--- src/rail_control_consts.vh ---
// Constants for the rail control pin block
`ifndef RAIL_CONTROL_CONSTS_VH
`define RAIL_CONTROL_CONSTS_VH

// Number of regulators controlled
`define NUM_RAILS 12

// Register byte offsets
`define OFS_ENABLE_MAP_0 12'h000
`define OFS_SLEEP_CFG 12'h018
`define OFS_OUT_CFG 12'h01c
`define OFS_PG_MASK_0 12'h020
`define OFS_IRQ_CTRL 12'h030
`define OFS_RAIL_STATE 12'h034
`define OFS_PIN_STATE 12'h038
`define OFS_VSEL_NORMAL 12'h03c
`define OFS_VSEL_SLEEP 12'h040

// Sleep configuration fields
`define SLEEP_A_EN_BIT 0
`define SLEEP_B_EN_BIT 1
`define SLEEP_A_MAP_LSB 4
`define SLEEP_B_MAP_LSB 16

// Output configuration fields
`define OUT_SRC_PG_LSB 0
`define OUT_PUSHPULL_LSB 4
`define OUT_REGBIT_LSB 8

// Reset values
`define RST_SLEEP_CFG 32'h0000_0000
`define RST_OUT_CFG 32'h0000_0000
`define RST_ENABLE_MAP 12'h000
`define RST_PG_MASK 12'h000

// AXI responses
`define RESP_OKAY 2'b00
`define RESP_SLVERR 2'b10

`endif

--- src/status_pin_driver.v ---
// One general-purpose status output: source select and drive style
`timescale 1ns/100ps
module status_pin_driver #(
	parameter PUSHPULL_ALLOWED = 1
) (
	// Clock and reset
	input wire aclk,
	input wire aresetn,
	// Configuration
	input wire src_is_pg,
	input wire push_pull,
	input wire reg_bit,
	input wire [11:0] pg_mask,
	input wire [11:0] rail_good,
	// Pin
	output reg pin_o,
	output reg pin_oe_n
);

	wire pg_all;
	wire level;
	wire pp_eff;

	// Combined good over chosen set; empty set reads good
	assign pg_all = &(rail_good | ~pg_mask);
	assign level = src_is_pg ? pg_all : reg_bit;
	assign pp_eff = (PUSHPULL_ALLOWED != 0) ? push_pull : 1'b0;

	always @(posedge aclk) begin
		if (!aresetn) begin
			pin_o <= 1'b0;
			pin_oe_n <= 1'b1;
		end else if (pp_eff) begin
			pin_o <= level;
			pin_oe_n <= 1'b0;
		end else begin
			// Open drain: drive low only, release for high
			pin_o <= 1'b0;
			pin_oe_n <= level;
		end
	end

endmodule

--- src/rail_control_pins.v ---
// Control-pin logic: rail enables, sleep entry, status outputs, interrupt pin
// What this block does
// - Enable pin high turns its group on, except pin three or six while in sleep mode
// - Pins three, six may be low-active sleep
// - Sleeping regulators use their sleep voltage setting
// - First three outputs: open-drain or push-pull
// - Outputs can show combined power-good of set
// - Outputs can follow a host register bit
// - Fourth output always open-drain
// - Interrupt pin open-drain, low when pending and unmasked, or when forced
`timescale 1ns/100ps
`include "rail_control_consts.vh"
module rail_control_pins (
	// Clock and reset
	input wire aclk,
	input wire aresetn,
	// AXI4-Lite write address
	input wire [11:0] s_axi_awaddr,
	input wire s_axi_awvalid,
	output reg s_axi_awready,
	// AXI4-Lite write data
	input wire [31:0] s_axi_wdata,
	input wire [3:0] s_axi_wstrb,
	input wire s_axi_wvalid,
	output reg s_axi_wready,
	// AXI4-Lite write response
	output reg [1:0] s_axi_bresp,
	output reg s_axi_bvalid,
	input wire s_axi_bready,
	// AXI4-Lite read address
	input wire [11:0] s_axi_araddr,
	input wire s_axi_arvalid,
	output reg s_axi_arready,
	// AXI4-Lite read data
	output reg [31:0] s_axi_rdata,
	output reg [1:0] s_axi_rresp,
	output reg s_axi_rvalid,
	input wire s_axi_rready,
	// Rail enable pins
	input wire rail_enable_in_1,
	input wire rail_enable_in_2,
	input wire rail_enable_in_3,
	input wire rail_enable_in_4,
	input wire rail_enable_in_5,
	input wire rail_enable_in_6,
	// Regulator side
	input wire [11:0] rail_good,
	input wire irq_pending,
	output reg [11:0] rail_on_q,
	output reg [11:0] rail_sleep_q,
	output reg [11:0] rail_vsel_sleep_q,
	// Status outputs
	output wire status_out_1_o,
	output wire status_out_1_oe_n,
	output wire status_out_2_o,
	output wire status_out_2_oe_n,
	output wire status_out_3_o,
	output wire status_out_3_oe_n,
	output wire status_out_4_o,
	output wire status_out_4_oe_n,
	// Interrupt pin
	output reg interrupt_out_n_o,
	output reg interrupt_out_n_oe_n
);

	// ==========================================================
	// Registers
	reg [11:0] enable_map_q [0:5];
	reg [11:0] pg_mask_q [0:3];
	reg [31:0] sleep_cfg_q;
	reg [31:0] out_cfg_q;
	reg irq_force_q;
	reg irq_mask_q;
	reg [11:0] vsel_normal_q;
	reg [11:0] vsel_sleep_q;

	wire [5:0] en_pins;
	wire sleep_entry_n_a;
	wire sleep_entry_n_b;
	wire sleep_a_on;
	wire sleep_b_on;
	wire [11:0] sleep_a_map;
	wire [11:0] sleep_b_map;

	assign en_pins = {rail_enable_in_6, rail_enable_in_5, rail_enable_in_4,
		rail_enable_in_3, rail_enable_in_2, rail_enable_in_1};
	assign sleep_entry_n_a = rail_enable_in_3;
	assign sleep_entry_n_b = rail_enable_in_6;
	assign sleep_a_on = sleep_cfg_q[`SLEEP_A_EN_BIT];
	assign sleep_b_on = sleep_cfg_q[`SLEEP_B_EN_BIT];
	assign sleep_a_map = sleep_cfg_q[`SLEEP_A_MAP_LSB +: 12];
	assign sleep_b_map = sleep_cfg_q[`SLEEP_B_MAP_LSB +: 12];

	// ==========================================================
	// Rail enable and sleep control
	reg [11:0] on_d;
	reg [11:0] sleep_d;
	integer i;

	always @* begin
		on_d = 12'h000;
		for (i = 0; i < 6; i = i + 1) begin
			// Pins in sleep mode do not act as enables
			if (en_pins[i] && !((i == 2 && sleep_a_on) || (i == 5 && sleep_b_on)))
				on_d = on_d | enable_map_q[i];
		end
		sleep_d = 12'h000;
		if (sleep_a_on && !sleep_entry_n_a)
			sleep_d = sleep_d | sleep_a_map;
		if (sleep_b_on && !sleep_entry_n_b)
			sleep_d = sleep_d | sleep_b_map;
	end

	always @(posedge aclk) begin
		if (!aresetn) begin
			rail_on_q <= 12'h000;
			rail_sleep_q <= 12'h000;
			rail_vsel_sleep_q <= 12'h000;
		end else begin
			rail_on_q <= on_d;
			rail_sleep_q <= sleep_d & on_d;
			// Per rail: sleep voltage set while its sleep pin is low (even if the rail is off), else normal set
			rail_vsel_sleep_q <= (sleep_d & vsel_sleep_q) | (~sleep_d & vsel_normal_q);
		end
	end

	// ==========================================================
	// Status outputs
	genvar g;
	generate
		for (g = 0; g < 4; g = g + 1) begin : gen_out
			wire o_w;
			wire oe_w;
			status_pin_driver #(
				.PUSHPULL_ALLOWED(g < 3 ? 1 : 0)
			) u_drv (
				.aclk(aclk),
				.aresetn(aresetn),
				.src_is_pg(out_cfg_q[`OUT_SRC_PG_LSB + g]),
				.push_pull(out_cfg_q[`OUT_PUSHPULL_LSB + g]),
				.reg_bit(out_cfg_q[`OUT_REGBIT_LSB + g]),
				.pg_mask(pg_mask_q[g]),
				.rail_good(rail_good),
				.pin_o(o_w),
				.pin_oe_n(oe_w)
			);
		end
	endgenerate

	assign status_out_1_o = gen_out[0].o_w;
	assign status_out_1_oe_n = gen_out[0].oe_w;
	assign status_out_2_o = gen_out[1].o_w;
	assign status_out_2_oe_n = gen_out[1].oe_w;
	assign status_out_3_o = gen_out[2].o_w;
	assign status_out_3_oe_n = gen_out[2].oe_w;
	assign status_out_4_o = gen_out[3].o_w;
	assign status_out_4_oe_n = gen_out[3].oe_w;

	// ==========================================================
	// Interrupt pin
	always @(posedge aclk) begin
		if (!aresetn) begin
			interrupt_out_n_o <= 1'b0;
			interrupt_out_n_oe_n <= 1'b1;
		end else begin
			interrupt_out_n_o <= 1'b0;
			// Pull low when pending and unmasked, or when forced, else release
			interrupt_out_n_oe_n <= !(((irq_pending && !irq_mask_q) || irq_force_q));
		end
	end

	// ==========================================================
	// AXI4-Lite write path
	reg aw_held_q;
	reg w_held_q;
	reg [11:0] aw_addr_q;
	reg [31:0] w_data_q;
	reg [3:0] w_strb_q;
	wire [11:0] wa;
	wire [31:0] wd;
	wire [3:0] ws;
	wire aw_have;
	wire w_have;
	wire do_write;
	reg hit_w;
	integer k;

	assign aw_have = aw_held_q || (s_axi_awvalid && s_axi_awready);
	assign w_have = w_held_q || (s_axi_wvalid && s_axi_wready);
	assign do_write = aw_have && w_have && !s_axi_bvalid;
	assign wa = aw_held_q ? aw_addr_q : s_axi_awaddr;
	assign wd = w_held_q ? w_data_q : s_axi_wdata;
	assign ws = w_held_q ? w_strb_q : s_axi_wstrb;

	function [31:0] apply_strb;
		input [31:0] old;
		input [31:0] nw;
		input [3:0] st;
		integer b;
		begin
			apply_strb = old;
			for (b = 0; b < 4; b = b + 1)
				if (st[b])
					apply_strb[b*8 +: 8] = nw[b*8 +: 8];
		end
	endfunction

	always @* begin
		hit_w = (wa[11:2] <= 10'd16) && (wa[1:0] == 2'b00);
	end

	always @(posedge aclk) begin
		if (!aresetn) begin
			s_axi_awready <= 1'b1;
			s_axi_wready <= 1'b1;
			s_axi_bvalid <= 1'b0;
			s_axi_bresp <= `RESP_OKAY;
			aw_held_q <= 1'b0;
			w_held_q <= 1'b0;
			aw_addr_q <= 12'h000;
			w_data_q <= 32'h0000_0000;
			w_strb_q <= 4'h0;
			for (k = 0; k < 6; k = k + 1)
				enable_map_q[k] <= `RST_ENABLE_MAP;
			for (k = 0; k < 4; k = k + 1)
				pg_mask_q[k] <= `RST_PG_MASK;
			sleep_cfg_q <= `RST_SLEEP_CFG;
			out_cfg_q <= `RST_OUT_CFG;
			irq_force_q <= 1'b0;
			irq_mask_q <= 1'b0;
			vsel_normal_q <= 12'h000;
			vsel_sleep_q <= 12'h000;
		end else begin
			if (s_axi_awvalid && s_axi_awready) begin
				aw_addr_q <= s_axi_awaddr;
				aw_held_q <= 1'b1;
				s_axi_awready <= 1'b0;
			end
			if (s_axi_wvalid && s_axi_wready) begin
				w_data_q <= s_axi_wdata;
				w_strb_q <= s_axi_wstrb;
				w_held_q <= 1'b1;
				s_axi_wready <= 1'b0;
			end
			if (do_write) begin
				aw_held_q <= 1'b0;
				w_held_q <= 1'b0;
				s_axi_awready <= 1'b0;
				s_axi_wready <= 1'b0;
				s_axi_bvalid <= 1'b1;
				s_axi_bresp <= hit_w ? `RESP_OKAY : `RESP_SLVERR;
				for (k = 0; k < 6; k = k + 1)
					if (wa == {k[9:0], 2'b00})
						enable_map_q[k] <= {ws[1] ? wd[11:8] : enable_map_q[k][11:8],
							ws[0] ? wd[7:0] : enable_map_q[k][7:0]};
				for (k = 0; k < 4; k = k + 1)
					if (wa == {k[9:0] + 10'd8, 2'b00})
						pg_mask_q[k] <= {ws[1] ? wd[11:8] : pg_mask_q[k][11:8],
							ws[0] ? wd[7:0] : pg_mask_q[k][7:0]};
				if (wa == `OFS_SLEEP_CFG)
					sleep_cfg_q <= apply_strb(sleep_cfg_q, wd, ws);
				if (wa == `OFS_OUT_CFG)
					out_cfg_q <= apply_strb(out_cfg_q, wd, ws);
				if (wa == `OFS_IRQ_CTRL && ws[0]) begin
					irq_force_q <= wd[0];
					irq_mask_q <= wd[1];
				end
				if (wa == `OFS_VSEL_NORMAL)
					vsel_normal_q <= {ws[1] ? wd[11:8] : vsel_normal_q[11:8],
						ws[0] ? wd[7:0] : vsel_normal_q[7:0]};
				if (wa == `OFS_VSEL_SLEEP)
					vsel_sleep_q <= {ws[1] ? wd[11:8] : vsel_sleep_q[11:8],
						ws[0] ? wd[7:0] : vsel_sleep_q[7:0]};
			end
			if (s_axi_bvalid && s_axi_bready) begin
				s_axi_bvalid <= 1'b0;
				s_axi_awready <= 1'b1;
				s_axi_wready <= 1'b1;
			end
		end
	end

	// ==========================================================
	// AXI4-Lite read path
	reg [31:0] rd_d;
	reg rd_hit;

	always @* begin
		rd_d = 32'h0000_0000;
		rd_hit = 1'b1;
		case (s_axi_araddr)
			12'h000: rd_d = {20'h00000, enable_map_q[0]};
			12'h004: rd_d = {20'h00000, enable_map_q[1]};
			12'h008: rd_d = {20'h00000, enable_map_q[2]};
			12'h00c: rd_d = {20'h00000, enable_map_q[3]};
			12'h010: rd_d = {20'h00000, enable_map_q[4]};
			12'h014: rd_d = {20'h00000, enable_map_q[5]};
			`OFS_SLEEP_CFG: rd_d = sleep_cfg_q;
			`OFS_OUT_CFG: rd_d = out_cfg_q;
			12'h020: rd_d = {20'h00000, pg_mask_q[0]};
			12'h024: rd_d = {20'h00000, pg_mask_q[1]};
			12'h028: rd_d = {20'h00000, pg_mask_q[2]};
			12'h02c: rd_d = {20'h00000, pg_mask_q[3]};
			`OFS_IRQ_CTRL: rd_d = {30'h0000_0000, irq_mask_q, irq_force_q};
			`OFS_RAIL_STATE: rd_d = {4'h0, rail_sleep_q, 4'h0, rail_on_q};
			`OFS_PIN_STATE: rd_d = {4'h0, rail_good, 5'h00, ~interrupt_out_n_oe_n,
				status_out_4_oe_n, status_out_3_o, status_out_2_o, status_out_1_o, en_pins};
			`OFS_VSEL_NORMAL: rd_d = {20'h00000, vsel_normal_q};
			`OFS_VSEL_SLEEP: rd_d = {20'h00000, vsel_sleep_q};
			default: rd_hit = 1'b0;
		endcase
	end

	always @(posedge aclk) begin
		if (!aresetn) begin
			s_axi_arready <= 1'b1;
			s_axi_rvalid <= 1'b0;
			s_axi_rdata <= 32'h0000_0000;
			s_axi_rresp <= `RESP_OKAY;
		end else begin
			if (s_axi_arvalid && s_axi_arready) begin
				s_axi_arready <= 1'b0;
				s_axi_rvalid <= 1'b1;
				s_axi_rdata <= rd_d;
				s_axi_rresp <= rd_hit ? `RESP_OKAY : `RESP_SLVERR;
			end else if (s_axi_rvalid && s_axi_rready) begin
				s_axi_rvalid <= 1'b0;
				s_axi_arready <= 1'b1;
			end
		end
	end

endmodule

--- config.mk ---
export PLATFORM = sky130hd
export DESIGN_NAME = rail_control_pins
export DESIGN_NICKNAME = d
export VERILOG_FILES = /design/src/status_pin_driver.v /design/src/rail_control_pins.v
export VERILOG_INCLUDE_DIRS = /design/src
export SDC_FILE = /design/constraint.sdc
export NUM_CORES = 1
export LEC_CHECK = 0
export BUFFER_PORTS_ARGS = -buffer_cell sky130_fd_sc_hd__buf_2
export CORE_ASPECT_RATIO = 1.1
export CORE_MARGIN = 3
export CORE_UTILIZATION = 59
export DETAILED_ROUTE_END_ITERATION = 16
export PLACE_DENSITY = 0.86
export SKIP_CTS_REPAIR_TIMING = 1
export SLEW_MARGIN = 20
export SYNTH_ARGS = -nofsm -noshare
export SYNTH_HDL_FRONTEND = slang
export SYNTH_HIERARCHICAL = 1
export SYNTH_SLANG_ARGS = --single-unit
--- constraint.sdc ---
create_clock -name aclk -period 3.75 [get_ports aclk]
set_clock_uncertainty 0.15 [all_clocks]
set_input_delay 0.1875 -clock aclk [delete_from_list [all_inputs] [get_ports aclk]]
set_output_delay 0.1875 -clock aclk [all_outputs]
set_load 0.005 [all_outputs]
# == Yosys cells after proc, flatten, opt, wreduce, memory -nomap -nowiden ==
# Memories as Yosys holds them, arrays and structs flattened.
# Cells that the tools add are included.
# totals
regBits,225
latchBits,0
ramBits,120
mem_bits_ro,0
out_inout_bits,87
n_memories,2
# classes
addsub,0
multipliers,0
n_div,0
magnitude_cmp,1
n_eq_ne,30
n_shift,0
mux,101
n_bitwise,31
reduce_logical,53
# mem_list
name,depth,width,rd,rd_clocked_by_memory_dff,write_ports,line,text
enable_map_q,6,12,6,0,6,rail_control_pins.v:68,reg [11:0] enable_map_q [0:5];
pg_mask_q,4,12,4,0,4,rail_control_pins.v:69,reg [11:0] pg_mask_q [0:3];
# ops
op,n
$pmux W32 S17,1
$mux W12,19
$eq A12 B6 Y1 const B,14
$or A12 B12 Y12,11
$eq A12 B5 Y1 const B,8
$mux W8,10
$not A12 Y12,5
$mux W1,57
$eq A12 B4 Y1 const B,4
$reduce_and A12 Y1,4
$mux W4,11
$and A12 B12 Y12,3
$reduce_and A3 Y1,12
$mux W32,1
$eq A12 B3 Y1 const B,2
$eq A12 B7 Y1 const B,2
$logic_not A12 Y1,2
$reduce_or A17 Y1,1
$logic_and A1 B1 Y1,14
$le A10 B5 Y1 const B,1
$or A1 B1 Y1,10
$reduce_and A2 Y1,4
$logic_not A1 Y1,7
$reduce_bool A2 Y1,3
5 further kinds,10

# == Longest topological paths before layout ==
# Gate-level depths: netlist of run 1.
# An unclocked memory read counts as a cell.
# logic_depth
word_depth,13
depth_mapped,9
mapped_depth_nobuf,6

# == Hierarchy ==
# The synthesis of run 1 kept the hierarchy.
# by_module_without_submodules
mod,n_inst,cells_per_inst,area_each_um2,seq_area_each_um2
rail_control_pins,1,1540,14894.3,7927.6
status_pin_driver (gen_out[0].u_drv ...),3,26,187.7,40.0
status_pin_driver (gen_out[3].u_drv),1,24,147.6,20.0

# == Worst setup path after synthesis of run 1 ==
# Ideal clock, no wire load.
# synth_timing
kind,register to register
from,register aw_held_q
to,memory pg_mask_q[3][0] (enable)
setup_time_ns,0.384
arrival_time_ns,2.435
path_slack_ns,0.781
stages_incl_launch_ff,7
n_path_buf,0
cell_sequence,dfxtp_1 or4_1 o22ai_1 nand3_1 nor3_1 nand3_1 o21ai_0
# synth_rtl
element,line,text
from (decl),rail_control_pins.v:174,reg aw_held_q;
from (signal assigned),rail_control_pins.v:218,aw_held_q <= 1'b0;
from (signal assigned),rail_control_pins.v:236,aw_held_q <= 1'b1;
from (signal assigned),rail_control_pins.v:246,aw_held_q <= 1'b0;
to (decl),rail_control_pins.v:69,

==> run summary, run 1 <==
For the worst-case headroom to the max-slew limit, the log shows 15.77%. Dominant register cell in the synthesized netlist: sky130_fd_sc_hd__dfxtp_1. The number of placed instances, taps included, is 2,086. For the pin with the worst max-slew slack, the measured transition is 1239 ps. The tools report the number of endpoints failing setup at the final stage as 0. Walking the worst path, the cells encountered are buf_4 > a21oi_1 > nor3_1 > nand3_1 > nor3_1 > nand3_1 > o21ai_1. The longest individual stage delay on the worst path was 570 ps; the number of max-cap violations was 0. From bottom edge to top edge, the die measures 176.6 um. STA classifies the critical path endpoint as a flop. TritonCTS created 34 clock buffers. Input and output buffers added on the ports amount to 168. Sorting the synthesized cells by area gives the leading types as sky130_fd_sc_hd__dfxtp_1 29%, sky130_fd_sc_hd__edfxtp_1 23%, sky130_fd_sc_hd__nor2_1 5.2%. The critical path class was flop to flop. For this run, asynchronously set or reset flops after synthesis account for 0%.

At the end of the flow, the number of nets in the layout was 1,915. The floorplan has 61 rows. Broken down by cell family, the worst path's largest delay share belongs to simple AND/OR/NAND/NOR gates.

The minimum clock period after layout was 3553 ps. Clock-pin slew was measured on the worst setup and hold paths at 60 ps. The logs give 6.939 nW for the leakage power of the design and 86,920 um for the wire length of the first global-routing pass.

For this run, the total global-route usage over all layers was measured as 40.98%. The count of final hold-check violations is 1. Setup repair after global routing left no endpoint under its margin. For this run, design rule violations remaining after detail routing come to 0. The post-detailed-route wirelength per cell works out to 27.88 um. The clock sink total was 343. The clock insertion delay at the later pin of the skew report is 540 ps.

The core region is 0.02564 mm^2. The wire-length estimate of the detail-placed layout is 43,560 um. The standard cell with the maximum stage delay on the critical path is sky130_fd_sc_hd__nor3_1. Static timing analysis puts the maximum clock frequency at 0.2815 GHz.

In this run switching power makes up 26.29% of total power. Detailed router's first-iteration violation count: 2,553. For the arrival time reported for the critical path endpoint, the log shows 3590 ps. From left edge to right edge, the die measures 161.1 um. The share of Yosys cell area claimed by the top area cell type is 28.61%. The share of cells above drive strength 1 works out to 18.12%. Clock tree synthesis selected as its root buffer the cell sky130_fd_sc_hd__clkbuf_16. The worst hold path belongs to the class input port to flop. The logs give 6 for the count of warnings emitted by yosys and 10.7% for the portion of total power attributed to combinational logic. Layout overhead on the synthesized area: 18.42%.

The congestion estimate from routability-driven global placement came to 1.073. The synthesized design contains 343 register bits. Sequential cells account for 48.7% of the total power. For the fraction of the yosys area taken by sequential cells, the log shows 51.70%. 173 I/O pins were placed. The worst setup path is launched from a flop. The worst hold path begins at s_axi_awvalid. The ratio of total power to cell area is 448.4 mW/mm^2.

Counting along the longest clock path gives a buffer depth of 3. The logs give 3790 ps for the endpoint required time on the critical path and 0 for the final number of max-transition violations. The count of different cell masters after synthesis was 72; the post-synthesis instance total was 1,642. The internal power of the cells totals 0.006108 W. The run finished, with violations left.

For the routed via count, the log shows 14,852. The biggest area contributor in the post-synthesis netlist is sky130_fd_sc_hd__dfxtp_1. By count the netlist is led by 223 x sky130_fd_sc_hd__dfxtp_1, 215 x sky130_fd_sc_hd__nor2_1, 171 x sky130_fd_sc_hd__nand2_1, 120 x sky130_fd_sc_hd__edfxtp_1, 108 x sky130_fd_sc_hd__a21oi_1. Entering global routing, the biggest net connects 126 pins.

The via count of the first global-routing pass was 13,427; the sum of negative setup slack was 0 ps. TritonCTS built the clock tree. The most common cell in the synthesized netlist is sky130_fd_sc_hd__dfxtp_1. Before antenna repair, the detailed router went through 6 iterations. The worst path uses 94.74% of the clock period. Summed over all layers, the global routing overflow is 0.

Worst reg2reg path startpoint: aw_held_q$_SDFFE_PP0P_. The average instance in the mapped netlist occupies 9.504 um^2. The die covers 0.02844 mm^2. Tracing the worst setup path back leads to its startpoint at aw_held_q$_SDFFE_PP0P_. The combined buffer and inverter count along the critical path is 1, and the CTS H-tree depth is 2. The detail route stage leaves a number of antenna-violating nets equal to 0. Once the floorplan was initialized, standard cells occupied 60.85% of the core. Along the worst path, the maximum fanout reaches 22. The initial antenna violation count is 1. The checks that failed: negative hold slack. For this design the total switching power over the nets is 0.002178 W. The via density per instance works out to 6.742. The maximum VDD drop was 442.3 uV.

For the clock power share, the log shows 40.6%. The routed wire length was 61,430 um; the final non-filler cell total was 2,203. The number of synthesized flops with an enable pin is 120, and the worst slack on hold paths is -40.02 ps.

The mapped netlist covers 0.01560 mm^2.
-- metrics by stage --
stage	util [%]	hold slack (ps)	setup slack, ps	area, um^2	power (W)
2_1_floorplan	-	173.5	781.2	15610	0.004521
3_3_place_gp	65.69	278.6	463.5	16840	0.004887
4_1_cts	69.95	-256.2	179.1	17940	0.008171
3_5_place_dp	65.69	286.4	208.8	16840	0.004902
6_report	72.06	-40.02	197.2	18480	0.008286
5_1_grt	72.03	7.848	6.166	18470	0.008460
-- worst paths after layout --
kind         cells past startpoint                            end  slack, ps
max                              7  pg_mask_q[3][8]$_SDFFCE_PP0P_        200
min                              4          w_held_q$_SDFFE_PP0P_        -40
max reg2reg                      7  pg_mask_q[3][8]$_SDFFCE_PP0P_        200
min reg2reg                      1   s_axi_rdata[22]$_SDFFE_PN0P_        300
-- worst register-to-register path, delay by kind of cell, from the launching register on --
kind | cells | cell delay [ps]
DFF | 1 | 340
AOI/OAI and AO/OA | 2 | 580
buffers and inverters | 1 | 230
and+or+nand+nor | 4 | 1920
-- sequential cells by signal, indices dropped and copies added, names as in the netlist, 3 cells and up --
name,count
enable_map_q,72
pg_mask_q,48
out_cfg_q,32
s_axi_rdata,32
sleep_cfg_q,32
w_data_q,32
aw_addr_q,12
rail_on_q,12
rail_sleep_q,12
rail_vsel_sleep_q,12
vsel_normal_q,12
vsel_sleep_q,12
gen_out.u_drv/pin_oe_n,4
w_strb_q,4
gen_out.u_drv/pin_o,3
-- routing by layer --
layer	up-vias	part of all wire (%)	global-route usage, %
met5	-	0	0
met3	240	13	8.752
met2	1229	45	64.82
met4	0	5.9	17.28
li1	6339	-	-
met1	7044	37	55.06
-- cell usage in the layout (no fill, tap or decap), types with 5 or more instances in the layout --
master                          netlist  routed
sky130_fd_sc_hd__a21oi_1            108     108
sky130_fd_sc_hd__a21o_1              12      12
sky130_fd_sc_hd__o2111ai_1            6       6
sky130_fd_sc_hd__o22ai_1             12      12
sky130_fd_sc_hd__nand3_1             29      29
sky130_fd_sc_hd__and2_1              14      14
sky130_fd_sc_hd__nor2_1             215     214
sky130_fd_sc_hd__a311oi_1            18      18
sky130_fd_sc_hd__dfxtp_1            223     222
sky130_fd_sc_hd__nor2b_1             25      25
sky130_fd_sc_hd__buf_4                5      59
sky130_fd_sc_hd__nor3b_1              5       5
sky130_fd_sc_hd__inv_1               54      54
sky130_fd_sc_hd__clkbuf_1           104      10
sky130_fd_sc_hd__dlygate4sd3_1        0      53
sky130_fd_sc_hd__o31ai_1              6       6
sky130_fd_sc_hd__a211oi_1            36      36
sky130_fd_sc_hd__and3_1               7       7
sky130_fd_sc_hd__o21ai_0             62      59
sky130_fd_sc_hd__nand2_1            171     170
sky130_fd_sc_hd__a22o_1              13      13
sky130_fd_sc_hd__clkbuf_8             0       5
sky130_fd_sc_hd__a32oi_1             11      11
sky130_fd_sc_hd__nor3_1              26      25
sky130_fd_sc_hd__a22oi_1            100     100
sky130_fd_sc_hd__nand2b_1            22      22
sky130_fd_sc_hd__mux2i_1             76      74
sky130_fd_sc_hd__mux2_2              26      26
sky130_fd_sc_hd__a221oi_1             5       5
sky130_fd_sc_hd__clkbuf_16            0      34
sky130_fd_sc_hd__a222oi_1             6       6
sky130_fd_sc_hd__buf_2               13     168
sky130_fd_sc_hd__edfxtp_1           120     120
sky130_fd_sc_hd__a31oi_1             18      18
-- power groups by stage --
stage / Sequential, W / Clock (W) / Combinational (W)
final: 0.00403 / 0.00336 / 0.000889
after detailed placement: 0.00411 / 0 / 0.000795
after floorplan: 0.00407 / 0 / 0.000455
after global placement: 0.00410 / 0 / 0.000785
after CTS: 0.00403 / 0.00334 / 0.000804
after global routing: 0.00404 / 0.00350 / 0.000922
-- layout make-up --
cell class              count  area (um^2)
diodes                      3        7.507
clock buffers              49        957.2
clock inverters            12        136.4
fillers                  1808         7166
inverters                  55        209.0
multi-input cells        1114         6833
flip-flops and latches    343         8069
well taps                 346        432.9
repair buffers            281         1834
-- cell families after synthesis --
family / after synthesis / share of synthesized area (%)
AOI/OAI and AO/OA: 448 / 19.61
buffers and inverters: 187 / 4.771
DFF: 343 / 51.70
muxes: 106 / 7.328
other: 2 / 0.04813
and+or+nand+nor: 556 / 16.54
Power figures use the tool's default switching activity.
==> run 2: changes to the inputs <==
--- a/config.mk
+++ b/config.mk
@@ -6,12 +6,12 @@
 export SDC_FILE = /design/constraint.sdc
 export NUM_CORES = 1
 export LEC_CHECK = 0
-export BUFFER_PORTS_ARGS = -buffer_cell sky130_fd_sc_hd__buf_2
+export BUFFER_PORTS_ARGS = -buffer_cell sky130_fd_sc_hd__clkbuf_2
 export CORE_ASPECT_RATIO = 1.1
 export CORE_MARGIN = 3
-export CORE_UTILIZATION = 59
+export CORE_UTILIZATION = 45
 export DETAILED_ROUTE_END_ITERATION = 16
-export PLACE_DENSITY = 0.86
+export PLACE_DENSITY = 0.7
 export SKIP_CTS_REPAIR_TIMING = 1
 export SLEW_MARGIN = 20
 export SYNTH_ARGS = -nofsm -noshare
==> run 2 against run 1 <==
Compared with the run above: the run still ends with negative hold slack left; register-to-register slack better by 160 ps; global-route usage down 11 points; fmax up 4.6%; wire length down 4.4%; sequential share of layout area down 0.35 points; worst hold slack better by 18 ps; clock-buffer cell count up 2; critical path type unchanged.
==> run summary, run 2 (same netlist as run 1, synthesis figures left out) <==
The flow ran to the end, but the final reports show violations. The final reports fail on negative hold slack. Cell-internal power: 0.006083 W (-0.41%). The element type at the critical path start is a flop. The number of flip-flops in the largest register is 72 (unchanged), and the clock edge transition at the registers on the reported setup and hold paths is 60 ps (about the same). The residual DRC count came out at 0 (unchanged).

The most common library cell in the layout ignoring fill and taps is sky130_fd_sc_hd__dfxtp_1. The clock power share was 40.3% (-0.3 points); the maximum VDD drop was 245.8 uV (-44%). Hold path startpoint: aresetn.

The critical path goes through or4_1 > o22ai_1 > nand3_1 > nor3_1 > nand2_1 > o21ai_0. The worst setup path is captured at a flop. The root buffer cell chosen for the clock tree is sky130_fd_sc_hd__clkbuf_16. The tools report the wire length on met3 as 6388 um (-17%). The ratio of total power to cell area was 441.2 mW/mm^2 (-1.6%); the clock sink total was 343 (unchanged). The tools report the final net count as 1,927 (+0.63%). In this run the worst hold path is classified as input port to flop. Worst reg2reg path startpoint: aw_held_q$_SDFFE_PP0P_. For hold timing, the worst endpoint is gen_out[0].u_drv/pin_o$_SDFF_PN0_.

The count of buffers from port buffering works out to 168 (unchanged). The routed wire length is 58,740 um (-4.4%), and the TritonCTS buffer count is 35 (+2.9%). The tools report the routed via count as 14,269 (-3.9%). The count of boundary I/O pins came out at 173 (unchanged). The logs give 29.31% (+14 points) for the worst-case headroom to the max-slew limit and 0 (unchanged) for the count of antenna-violating nets left after detailed routing. Peak fanout along the critical path: 14 (-36%).

The fraction of the cycle the final worst path needs works out to 90.57% (-4.2 points). Counting flops per register, the top entry is enable_map_q. The cell area reported after detailed placement came out at 0.01702 mm^2 (+1.1%). Setup repair after global routing left no endpoint under its margin.

The logs give 0.002135 W (-2.0%) for the switching power summed over all nets and 49.0% (+0.3 points) for the sequential cell fraction of total power. The tools report the largest buffer count on any clock path as 3 (unchanged). The die extent in y is 201.3 um (+14%). The core footprint was 0.03372 mm^2 (+31%); the final non-filler cell total was 2,299 (+4.4%). The number of max-cap violations was 0 (unchanged); the clock insertion delay at the later pin of the skew report was 540 ps (about the same).

Maximum number of pins on one net before global-route repair: 126 (unchanged). The switching fraction of total power is 25.98% (-0.31 points). The logs give 6.936 nW (about the same) for the leakage power of the design and -22.06 ps (+17.96 ps) for the worst slack on hold paths. The post-detailed-route wirelength per cell is 25.55 um (-8.4%), and the initial core utilization is 46.28% (-15 points). The endpoint required time on the critical path was 3770 ps (-20 ps); the count of cells along the worst register-to-register path was 6 (-1). For the first-pass detailed-route iteration total, the log shows 6 (unchanged). The terminus of the critical flop-to-flop path is pg_mask_q[0][10]$_SDFFCE_PP0P_. The remaining global-route overflow came out at 0 (unchanged). The portion of total power attributed to combinational logic is 10.7% (about the same).

For the cell count after placement, the log shows 2,182 (+4.6%). The run gives 0.03695 mm^2 (+30%) as the full die area. The overall track demand over capacity in global routing was 30.20% (-11 points); the share of cells above drive strength 1 was 18.33% (+0.20 points). The top routing layer in use was met5. The wire length of the first global-routing pass is 83,600 um (-3.8%), and the final number of max-transition violations is 0 (unchanged). The arrival time reported for the critical path endpoint is 3420 ps (-170 ps), and the minimum clock period after layout is 3396 ps (-156.7 ps). The pin slew with the least headroom to its limit was 1058 ps (-180.7 ps).

The run gives 43,080 um (-1.1%) as the half-perimeter wire length after detailed placement. The met1 wire length is 22,380 um (-1.3%). The area of all placed cells without fillers came out at 0.01863 mm^2 (+0.81%).

The largest individual stage delay along the critical path comes from the cell sky130_fd_sc_hd__or4_1. The run gives 350 ps (+160 ps) as the reg-to-reg setup timing slack. Cell depth of the worst min-delay path: 3 (-1).

Total number of placement rows: 70 (+15%). In the layout the commonest cells are 222 x sky130_fd_sc_hd__dfxtp_1, 214 x sky130_fd_sc_hd__nor2_1, 171 x sky130_fd_sc_hd__nand2_1. The run gives 0 (unchanged) as the number of endpoints failing setup at the final stage.

The via count of the first global-routing pass was 13,059 (-2.7%). The run gives 0.2944 GHz (+4.6%) as the fmax. The run gives 3 (+2) as the initial antenna violation count. The horizontal die dimension is 183.6 um (+14%). Critical path class: flop to flop. The CTS H-tree depth came out at 2 (unchanged). The count of final hold-check violations is 5 (+4), and the setup slack of the critical path after layout is 353.8 ps (+156.7 ps). Worst setup timing slack at the placement stage: 383.0 ps (+174.1 ps).

The weighted congestion reported at the end of routability-driven placement came out at 1.038 (-3.3%). For the sum of negative setup slack, the log shows 0 ps (unchanged). The longest individual stage delay on the worst path works out to 550 ps (-20 ps). TritonCTS built the clock tree. From synthesis to final layout, the design area changed by 19.37%. The via density per instance is 6.207 (-7.9%), and the detailed router's first-iteration violation count is 1,791 (-30%). The largest registers in the layout are enable_map_q: 72 flops, pg_mask_q: 48 flops. Wire length on met2: 26,210 um (-4.4%).
run 2: cell types whose count changed in the layout (fill, tap and decap cells not counted), moves of 2 or more:
cell | previous run | this run
sky130_fd_sc_hd__buf_2 | 168 | 0
sky130_fd_sc_hd__buf_4 | 59 | 69
sky130_fd_sc_hd__clkbuf_1 | 10 | 12
sky130_fd_sc_hd__clkbuf_16 | 34 | 36
sky130_fd_sc_hd__clkbuf_2 | 0 | 168
sky130_fd_sc_hd__clkbuf_8 | 5 | 3
sky130_fd_sc_hd__diode_2 | 3 | 1
sky130_fd_sc_hd__o21ai_0 | 59 | 62
sky130_fd_sc_hd__o21ai_1 | 3 | 0
run 2: worst max-delay path, delay by kind of cell, from the launching register on:
kind | cells | cell delay, ps
AND/OR/NAND/NOR | 4 | 1670
AO/OA/AOI/OAI | 2 | 900
flip-flops | 1 | 310
run 2: layer usage:
metal,global-route usage [%],vias up
li1,-,6359
met1,38.82,6791
met2,47.22,897
met3,7.359,218
met4,15.65,4
met5,0,-
run 2: cell type report:
type / instances / area, um^2
inverter: 55 / 209.0
multi-input combinational: 1114 / 6827
antenna: 1 / 2.502
tap: 432 / 540.5
sequential: 343 / 8069
fill: 2926 / 15090
timing repair buffer: 292 / 1919
clock inverter: 11 / 73.82
clock buffer: 51 / 987.2
run 2: how the worst max path moves through the flow:
| stage | end | start | slack (ps) | cells past startpoint |
|---|---|---|---|---|
| after CTS | pg_mask_q[2][8]$_SDFFCE_PP0P_ | aw_held_q$_SDFFE_PP0P_ | 370 | 6 |
| after detailed placement | pg_mask_q[2][9]$_SDFFCE_PP0P_ | aw_held_q$_SDFFE_PP0P_ | 380 | 6 |
| after global routing | pg_mask_q[1][10]$_SDFFCE_PP0P_ | s_axi_awaddr[8] | 40 | 8 |
| final | pg_mask_q[0][10]$_SDFFCE_PP0P_ | aw_held_q$_SDFFE_PP0P_ | 350 | 6 |
| after floorplan | pg_mask_q[3][0]$_SDFFCE_PP0P_ | aw_held_q$_SDFFE_PP0P_ | 780 | 6 |
| after global placement | pg_mask_q[1][9]$_SDFFCE_PP0P_ | aw_held_q$_SDFFE_PP0P_ | 520 | 6 |
run 2: per-stage QoR:
stage          power, W  util [%]
2_1_floorplan  0.004521         -
4_1_cts        0.008165     53.63
3_3_place_gp   0.004905     50.49
6_report       0.008218     55.24
5_1_grt        0.008421     55.24
3_5_place_dp   0.004911     50.49
run 2: power groups by stage:
| stage | combinational (W) | sequential [W] | clock (W) |
|---|---|---|---|
| after floorplan | 0.000455 | 0.00407 | 0 |
| after global placement | 0.000803 | 0.00410 | 0 |
| after detailed placement | 0.000807 | 0.00410 | 0 |
| after CTS | 0.000810 | 0.00402 | 0.00333 |
| after global routing | 0.000927 | 0.00403 | 0.00346 |
| final | 0.000878 | 0.00403 | 0.00331 |
